$ cat src/rtl/csm_defines.svh
// Constants for the code space mode control block
`ifndef CSM_DEFINES_SVH
`define CSM_DEFINES_SVH

// ----------------------------------------------------------------
// Stack bank register layout
// ----------------------------------------------------------------
`define CSM_SBR_WIDTH      4
`define CSM_MODE_BIT       3
`define CSM_BANK_MSB       1
`define CSM_BANK_LSB       0
`define CSM_SBR_RESET      4'h8

// ----------------------------------------------------------------
// Program counter and program space
// ----------------------------------------------------------------
`define CSM_PC_WIDTH       15
`define CSM_PC_TOP_BIT     14
`define CSM_COMPACT_BYTES  16'h4000
`define CSM_EXT_BYTES      16'h8000

// ----------------------------------------------------------------
// Call frames and call timing in machine cycles
// ----------------------------------------------------------------
`define CSM_PUSH_COMPACT   2'h2
`define CSM_PUSH_EXT       2'h3
`define CSM_ABS_CYC_CMP    3'h3
`define CSM_ABS_CYC_EXT    3'h4
`define CSM_FIX_CYC_CMP    3'h2
`define CSM_FIX_CYC_EXT    3'h3
`define CSM_LONG_CYC_EXT   3'h3

`endif

$ cat src/rtl/csm_pkg.sv
// Types for the code space mode control block
package csm_pkg;

  // ----------------------------------------------------------------
  // Call kinds and sequencer states
  // ----------------------------------------------------------------
  typedef enum logic [1:0] {
    CALL_ABS,
    CALL_FIXED,
    CALL_LONG
  } csm_call_kind_type;

  typedef enum logic {
    SEQ_IDLE,
    SEQ_RUN
  } csm_seq_state_type;

  // ----------------------------------------------------------------
  // Carriers
  // ----------------------------------------------------------------
  typedef struct packed {
    logic              start;
    csm_call_kind_type kind;
  } csm_call_req_type;

  typedef struct packed {
    logic        req;
    logic [14:0] target;
  } csm_branch_req_type;

  typedef struct packed {
    logic [14:0] pc;
  } csm_pc_state_type;

  typedef struct packed {
    logic [3:0]        stackBankReg;
    csm_seq_state_type seq;
    logic [2:0]        cycleCnt;
    logic [2:0]        cycleTarget;
    logic [1:0]        pushBytes;
    logic              callDone;
    logic              insnFault;
    logic [15:0]       progBytes;
  } csm_state_type;

endpackage

$ cat src/rtl/csm_pc_counter.sv
// Program counter with its top bit held at zero on request
`timescale 1ns/1ns
`include "csm_defines.svh"

module csm_pc_counter #(
  parameter int PC_WIDTH = 15
) (
  input  wire logic              clk,       // machine cycle clock
  input  wire logic              rst_n,     // synchronous reset, active low
  input  wire logic              load,      // load a new address
  input  wire logic [14:0]       loadAddr,  // address to load
  input  wire logic              advance,   // step by one
  input  wire logic              holdTop,   // keep the top bit at zero
  output logic      [14:0]       pc         // current address
);

  if (PC_WIDTH != `CSM_PC_WIDTH) begin : g_chk
    $error("csm_pc_counter: only a 15-bit counter is supported");
  end

  csm_pkg::csm_pc_state_type stQ;
  csm_pkg::csm_pc_state_type stD;

  always_comb begin
    stD = stQ;
    if (load) begin
      stD.pc = loadAddr;
    end else if (advance) begin
      stD.pc = 15'(stQ.pc + 15'h0001);
    end
    if (holdTop) begin
      stD.pc[`CSM_PC_TOP_BIT] = 1'b0;
    end
  end

  always_ff @(posedge clk) begin
    if (!rst_n) begin
      stQ <= '0;
    end else begin
      stQ <= stD;
    end
  end

  assign pc = stQ.pc;

endmodule // csm_pc_counter

$ cat src/rtl/csm_mode_control.sv
// Compact / extended code space mode control with call timing
//
// Contract
// - Mode bit 1 selects compact mode, 0 selects extended mode.
// - Counter is 15 bits; compact mode holds its top bit at zero.
// - Program space is 16384 bytes compact, 32768 bytes extended.
// - A call pushes 2 bytes in compact mode, 3 in extended mode.
// - Absolute call takes 3 cycles compact, 4 cycles extended.
// - Fixed-area call takes 2 cycles compact, 3 cycles extended.
// - Reset sets the mode bit, so the core starts compact.
// - The register is written as one whole nibble in one write.
// - The stack may sit in any data bank 0 to 3 in either mode.
`timescale 1ns/1ns
`include "csm_defines.svh"

module csm_mode_control (
  input  wire logic                        clk,            // machine cycle clock, 100 MHz
  input  wire logic                        rst_n,          // synchronous system reset, active low
  input  wire logic                        sbrWrite,       // nibble write strobe to the stack bank register
  input  wire logic [3:0]                  sbrWdata,       // nibble written
  input  wire csm_pkg::csm_call_req_type   callReq,        // call start and kind
  input  wire csm_pkg::csm_branch_req_type longBranch,     // long branch with 15-bit target
  input  wire logic                        pcLoad,         // ordinary program counter load
  input  wire logic [14:0]                 pcLoadAddr,     // ordinary load address
  input  wire logic                        pcAdvance,      // step the program counter
  output logic      [3:0]                  stackBankReg,   // register read value
  output logic                             compactMode,    // 1 while in compact mode
  output logic      [1:0]                  stackBank,      // data bank holding the stack
  output logic      [15:0]                 progMemBytes,   // size of addressable program space
  output logic      [14:0]                 pc,             // program counter
  output logic                             callBusy,       // call sequence in progress
  output logic                             callDone,       // one-cycle pulse after the last call cycle
  output logic      [1:0]                  stackPushBytes, // bytes pushed by the current call
  output logic                             insnFault       // one-cycle pulse on an unavailable long insn
);

  csm_pkg::csm_state_type stQ;
  csm_pkg::csm_state_type stD;
  logic                   modeNow;
  logic                   callTake;
  logic                   longCallBad;
  logic                   longBranchOk;

  // ----------------------------------------------------------------
  // Helpers
  // ----------------------------------------------------------------
  function automatic logic [2:0] call_cycles(input csm_pkg::csm_call_kind_type kind, input logic cmp);
    logic [2:0] cyc;
    cyc = `CSM_LONG_CYC_EXT;
    case (kind)
      csm_pkg::CALL_ABS:   cyc = cmp ? `CSM_ABS_CYC_CMP : `CSM_ABS_CYC_EXT;
      csm_pkg::CALL_FIXED: cyc = cmp ? `CSM_FIX_CYC_CMP : `CSM_FIX_CYC_EXT;
      default:             cyc = `CSM_LONG_CYC_EXT;
    endcase
    return cyc;
  endfunction

  function automatic logic [15:0] space_bytes(input logic cmp);
    return cmp ? `CSM_COMPACT_BYTES : `CSM_EXT_BYTES;
  endfunction

  assign modeNow      = stQ.stackBankReg[`CSM_MODE_BIT];
  assign longCallBad  = callReq.start && (callReq.kind == csm_pkg::CALL_LONG) && modeNow;
  assign callTake     = callReq.start && (stQ.seq == csm_pkg::SEQ_IDLE) && !longCallBad;
  assign longBranchOk = longBranch.req && !modeNow;

  // ----------------------------------------------------------------
  // Next state
  // ----------------------------------------------------------------
  always_comb begin
    stD           = stQ;
    stD.callDone  = 1'b0;
    stD.insnFault = 1'b0;
    if (sbrWrite) begin
      stD.stackBankReg = sbrWdata;
    end
    stD.progBytes = space_bytes(stD.stackBankReg[`CSM_MODE_BIT]);
    if ((longBranch.req && modeNow) || (longCallBad && stQ.seq == csm_pkg::SEQ_IDLE)) begin
      stD.insnFault = 1'b1;
    end
    case (stQ.seq)
      csm_pkg::SEQ_IDLE: begin
        if (callTake) begin
          stD.seq         = csm_pkg::SEQ_RUN;
          stD.cycleCnt    = 3'h1;
          stD.cycleTarget = call_cycles(callReq.kind, modeNow);
          stD.pushBytes   = modeNow ? `CSM_PUSH_COMPACT : `CSM_PUSH_EXT;
        end
      end
      csm_pkg::SEQ_RUN: begin
        if (stQ.cycleCnt == stQ.cycleTarget) begin
          stD.seq      = csm_pkg::SEQ_IDLE;
          stD.callDone = 1'b1;
        end else begin
          stD.cycleCnt = 3'(stQ.cycleCnt + 3'h1);
        end
      end
      default: begin
        stD.seq = csm_pkg::SEQ_IDLE;
      end
    endcase
  end

  always_ff @(posedge clk) begin
    if (!rst_n) begin
      stQ              <= '0;
      stQ.stackBankReg <= `CSM_SBR_RESET;
      stQ.seq          <= csm_pkg::SEQ_IDLE;
      stQ.pushBytes    <= `CSM_PUSH_COMPACT;
      stQ.progBytes    <= `CSM_COMPACT_BYTES;
    end else begin
      stQ <= stD;
    end
  end

  // ----------------------------------------------------------------
  // Program counter
  // ----------------------------------------------------------------
  csm_pc_counter #(
    .PC_WIDTH (`CSM_PC_WIDTH)
  ) csm_pc_counter_i (
    .clk      (clk),
    .rst_n    (rst_n),
    .load     (longBranchOk || pcLoad),
    .loadAddr (longBranchOk ? longBranch.target : pcLoadAddr),
    .advance  (pcAdvance),
    .holdTop  (modeNow),
    .pc       (pc)
  );

  // ----------------------------------------------------------------
  // Outputs
  // ----------------------------------------------------------------
  assign stackBankReg   = stQ.stackBankReg;
  assign compactMode    = stQ.stackBankReg[`CSM_MODE_BIT];
  assign stackBank      = stQ.stackBankReg[`CSM_BANK_MSB:`CSM_BANK_LSB];
  assign progMemBytes   = stQ.progBytes;
  assign callBusy       = (stQ.seq == csm_pkg::SEQ_RUN);
  assign callDone       = stQ.callDone;
  assign stackPushBytes = stQ.pushBytes;
  assign insnFault      = stQ.insnFault;
endmodule // csm_mode_control

$ cat config.mk
export PLATFORM = sky130hd
export DESIGN_NAME = csm_mode_control
export DESIGN_NICKNAME = d
export VERILOG_FILES = /design/src/rtl/csm_pkg.sv /design/src/rtl/csm_pc_counter.sv /design/src/rtl/csm_mode_control.sv
export VERILOG_INCLUDE_DIRS = /design/src /design/src/rtl
export SDC_FILE = /design/constraint.sdc
export NUM_CORES = 1
export LEC_CHECK = 0
export ABC_AREA = 1
export BUFFER_PORTS_ARGS = -buffer_cell sky130_fd_sc_hd__buf_2
export CELL_PAD_IN_SITES_DETAIL_PLACEMENT = 1
export CELL_PAD_IN_SITES_GLOBAL_PLACEMENT = 2
export CORE_ASPECT_RATIO = 0.7
export CORE_UTILIZATION = 24
export DETAILED_ROUTE_END_ITERATION = 10
export PLACE_DENSITY = 0.78
export SYNTH_ARGS = -nofsm -noshare
export SYNTH_HDL_FRONTEND = slang
export SYNTH_SLANG_ARGS = --single-unit
export TNS_END_PERCENT = 50
$ cat constraint.sdc
create_clock -name clk -period 1.4 [get_ports clk]
set_input_delay 0.07 -clock clk [delete_from_list [all_inputs] [get_ports clk]]
set_output_delay 0.07 -clock clk [all_outputs]
set_load 0.01 [all_outputs]
-- Yosys cells after proc, flatten, opt, wreduce, memory -nomap -nowiden
Cells that the tools add are included.
- add/subtract/negate cells: 2
- equality and inequality tests: 5
- muxes and demuxes: 15
- bitwise operators: 2
- reduce and logical (&&, ||, !) cells: 17
- operators by type and width (operator ; number):
    $mux W15 ; 3
    $mux W16 ; 1
    $add A15 B1 Y15 const B ; 1
    $mux W9 ; 1
    $pmux W4 S2 ; 1
    $logic_and A1 B1 Y1 ; 7
    $mux W3 ; 2
    $pmux W3 S2 ; 1
    $reduce_and A2 Y1 ; 3
    $mux W1 ; 5
    $mux W4 ; 1
    $ne A2 B2 Y1 const B ; 2
    $add A3 B1 Y3 const B ; 1
    $eq A3 B3 Y1 ; 1
    $eq A2 B1 Y1 const B ; 1
    $eq A2 B2 Y1 const B ; 1
    $logic_not A1 Y1 ; 2
    $logic_not A2 Y1 ; 1
    $logic_or A1 B1 Y1 ; 2
    $not A1 Y1 ; 2
    $reduce_bool A2 Y1 ; 1
    $reduce_or A2 Y1 ; 1
- flip-flop bits (word level): 46
- input port bits: 43
- output and inout bits: 43
- word-level logic and storage cells: 52

-- Longest topological paths before layout
- depth in word-level cells: 7
- gate-level depth with buffers: 9
- mapped depth without buffers: 9

-- Modules after synthesis
Synthesis repeated with hierarchy kept, for this count alone.
- cell total of the unflattened synthesis: 270
- area, all modules: 1950.6 um2
- modules (own cells, without submodules) (module ; times used ; cells an instance ; area each (um2)):
    csm_mode_control ; 1 ; 128 ; 1003.5
    csm_pc_counter ; 1 ; 142 ; 947.2

-- Worst setup path after synthesis
No wires, ideal clock.
- path kind: register to register
- start: reg csm_pc_counter_i.stQ, in the netlist csm_pc_counter_i.pc[1]
- end: reg csm_pc_counter_i.stQ, in the netlist csm_pc_counter_i.pc[12]
- data arrival time: 1.289 ns
- data required time: 1.330 ns
- setup slack: 0.041 ns
- cell stages (with the launch flop): 8
- buffers on the path: 0
- period minus slack after synthesis: 1.359 ns
- path through: dfxtp_1 ha_1 nand3_1 nor2_2 nand2_1 o21bai_1 nand2_1 a21oi_1
- cells in the longest elaborated chain, start to end: 3
- ends and longest elaborated chain (what ; RTL line ; source):
    start: declaration ; csm_pc_counter.sv:21 ; csm_pkg::csm_pc_state_type stQ;
    start signal: assignment ; csm_pc_counter.sv:40 ; stQ <= stD;
    $add A15 B1 Y15 ; csm_pc_counter.sv:29 ; stD.pc = 15'(stQ.pc + 15'h0001);
    $mux W15 ; csm_pc_counter.sv:28 ; end else if (advance) begin
    $mux W15 ; csm_pc_counter.sv:26 ; if (load) begin
Every way passes these cells. The select of a mux whose other input is x is not followed.
A chain may end at the register's enable or synchronous reset.

-- Worst setup path after layout
- start: reg csm_pc_counter_i.stQ, in the netlist csm_pc_counter_i.pc[0]
- end: reg csm_pc_counter_i.stQ, in the netlist csm_pc_counter_i.pc[10]
The elaborated chain is that of the path after synthesis.

==> impl_metrics.py <==
metrics = {
    "placement": {
        "dp_slack_ps": -88.8,
        "gp_congestion": 0.793,
        "placedInstanceArea_sq_mm": 0.00251,
        "dp.cells": 483,
        "port_buffers": 70,
        "dp_hpwl_um": 5290,
    },
    "synth": {
        "ys_seq_elements": 30,
        "synth.avg_cell_area_sq_um": 6.62,
        "ys_async_sr_fraction": 0,
        "synth.cell_area_sq_mm": 0.00199,
        "netlist.area_leader.share": 0.301,
        "synth_edf_count": 0,
        "netlist_instances": 301,
        "synth_area_leaders": "dfxtp_1, nand2_1, buf_4",
        "synth_largest_area_cell": "dfxtp_1",
        "synthFlopType": "dfxtp_1",
        "yosysSeqAreaShare": 0.301,
        "synth-warning-count": 0,
        "yosysUniqueCellTypes": 34,
    },
    "finish": {
        "final_core_utilization": 0.345,
        "antenna_cells": 0,
        "design_area_sq_mm": 0.00274,
        "fin_cells": 494,
        "area_growth_pct": 37.2,
        "layout-drive-gt1-share": 0.354,
        "final_common_cell": "nand2_1",
        "final_nets": 437,
        "layout_common_cells": "nand2_1, buf_2, buf_4",
    },
    "clock_network": {
        "cts_tree": "yes",
        "htree_num_levels": 2,
        "cts_hold_buf": 0,
        "cts_sinks": 30,
        "clk_pin_slew_ps": 50,
        "clockBufferDepth": 2,
        "cts_root_buffer": "clkbuf_16",
        "cts_buffers": 5,
        "insertion_delay_ps": 270,
    },
    "detailed_routing": {
        "totalWireLength_um": 6620,
        "vias_per_cell": 4.36,
        "wire_per_inst_um": 13.4,
        "drc": 0,
        "vias": 2156,
        "dr.pass1.iters": 4,
        "postRouteAntennaNets": 0,
        "drt_iter0_markers": 71,
    },
    "timing": {
        "setup_ws_ps": 52.0,
        "skew_ps": 3.10,
        "maxSlewViolCount": 0,
        "hold_viol_final": 0,
        "fin_hold_ws_ps": 22.1,
        "setup_tns_ps": 0,
        "setup_violations": 0,
        "finalCriticalPeriod_ps": 1350,
        "grt_setup_unrepaired": "yes",
        "max_freq_mhz": 742,
        "finalCritPeriodShare": 0.963,
    },
    "grt": {
        "grt_max_degree": 18,
        "grt_pass1_wl_um": 10500,
        "grtUsageTotal": 0.151,
        "grt_overflow": 0,
        "grt_pass1_vias": 2089,
        "antenna_found_initial": 0,
    },
    "setup_path": {
        "r2r_start": "csm_pc_counter_i.pc[0]$_SDFFE_PN0P_",
        "critPathKind": "flop to flop",
        "crit_path_end_kind": "flop",
        "crit_fanout": 5,
        "r2r-end": "csm_pc_counter_i.pc[10]$_SDFFE_PN0P_",
        "start_kind": "flop",
        "reg2reg_setup_slack_ps": 50,
        "arrival_ps": 1510,
        "critPathRequiredTime_ps": 1560,
        "reg2reg_depth": 7,
    },
    "floorplan": {
        "io_pins": 86,
        "fp.dieH_um": 78.2,
        "rows": 27,
        "die_w_um": 111,
        "fp.coreArea_sq_mm": 0.00794,
        "initial_core_util": 0.251,
        "dieArea_sq_mm": 0.00868,
    },
    "hold_path": {
        "hold_end": "stackBankReg[2]$_SDFFE_PN0P_",
        "hold_path.class": "input port to flop",
        "hold_start": "sbrWdata[2]",
        "whs_path_depth": 3,
    },
    "power": {
        "post-layout-total-power_mw": 2.70,
        "power_density_mw_per_mm2": 988,
        "leakage_nw": 1.33,
        "peakVddDrop_uv": 554,
    },
    "outcome": {
        "outcome": "finished, final reports clean",
    },
    "job": {
        "cap_violations": 0,
    },
}
==> flip-flops by register name, summed over array words and instances (netlist names) <==
register,cells
stQ,6
stackBankReg,3
callDone,1
stackPushBytes,1
insnFault,1
progMemBytes,2
callBusy,1
csm_pc_counter_i.pc,15
==> layout make-up <==
type                       instances  area (sq um)
sequential                        30           606
clock buffer                       7           143
inverter                          27           106
multi-input combinational        225          1150
timing repair buffer             103           598
clock inverter                     1          5.00
fill                            1031          5200
tap                              101           126
==> logic make-up after synthesis <==
family | after synthesis | share of synthesized area
flops | 30 | 0.301
compound gates | 61 | 0.186
xor+xnor | 4 | 0.0176
buf+inv | 59 | 0.168
fa+ha+maj | 2 | 0.0126
simple gates | 143 | 0.311
other cells | 2 | 0.00377
==> power by group <==
part | switching [mW] | total (mW) | internal [mW]
logic | 0.359 | 0.631 | 0.272
registers | 0.0709 | 0.997 | 0.926
clock network | 0.370 | 1.07 | 0.704
total | 0.800 | 2.70 | 1.90
==> per-layer routing <==
| metal | up-vias | share of wire | track usage | routed length, um |
|---|---|---|---|---|
| met2 | 55 | 0.42 | 0.227 | 2800 |
| met3 | 2 | 0.049 | 0.0270 | 325 |
| met1 | 974 | 0.52 | 0.222 | 3470 |
| li1 | 1125 | - | - | - |
| met4 | 0 | 0.0026 | 0.0373 | 17 |
| met5 | - | 0 | 0 | 0 |
==> worst max-delay path by stage <==
stage | start | endpoint | cells after the start
after floorplan | csm_pc_counter_i.pc[1]$_SDFFE_PN0P_ | csm_pc_counter_i.pc[12]$_SDFFE_PN0P_ | 7
after global placement | csm_pc_counter_i.pc[0]$_SDFFE_PN0P_ | csm_pc_counter_i.pc[12]$_SDFFE_PN0P_ | 7
after detailed placement | progMemBytes[14]$_SDFF_PN1_ | csm_pc_counter_i.pc[0]$_SDFFE_PN0P_ | 7
after CTS | csm_pc_counter_i.pc[0]$_SDFFE_PN0P_ | csm_pc_counter_i.pc[12]$_SDFFE_PN0P_ | 7
after global routing | csm_pc_counter_i.pc[0]$_SDFFE_PN0P_ | csm_pc_counter_i.pc[12]$_SDFFE_PN0P_ | 7
final | csm_pc_counter_i.pc[0]$_SDFFE_PN0P_ | csm_pc_counter_i.pc[10]$_SDFFE_PN0P_ | 7
==> what timing repair did <==
item / 4_1_cts / 5_1_grt
pin swaps: 0 / 3
hold endpoints to repair: 0 / 0
gates resized for setup: 5 / 17
buffers inserted: 0 / 3
setup endpoints to repair: 8 / 15
==> synthesized netlist by cell type (2+ instances only) <==
library cell	count
a21oi_1	19
nand4_1	3
ha_1	2
a31oi_1	2
buf_6	2
o21ai_1	4
o21ai_0	14
nand2_1	78
xnor2_1	3
buf_2	3
nand2_4	2
clkbuf_1	2
buf_4	24
dfxtp_1	30
a21oi_2	4
a211oi_1	9
nand3_1	19
o21bai_1	4
o21ai_2	4
nor2_1	33
nor3_1	3
inv_1	24
conb_1	2
==> worst max-delay path: stages, from the launching register on <==
cell	delay [ps]
dfxtp_1	340
ha_2	220
nand3_4	100
nor2_4	160
buf_4	130
nand4_1	100
nand3_1	120
a21oi_1	70
Power figures use the tool's default switching activity.
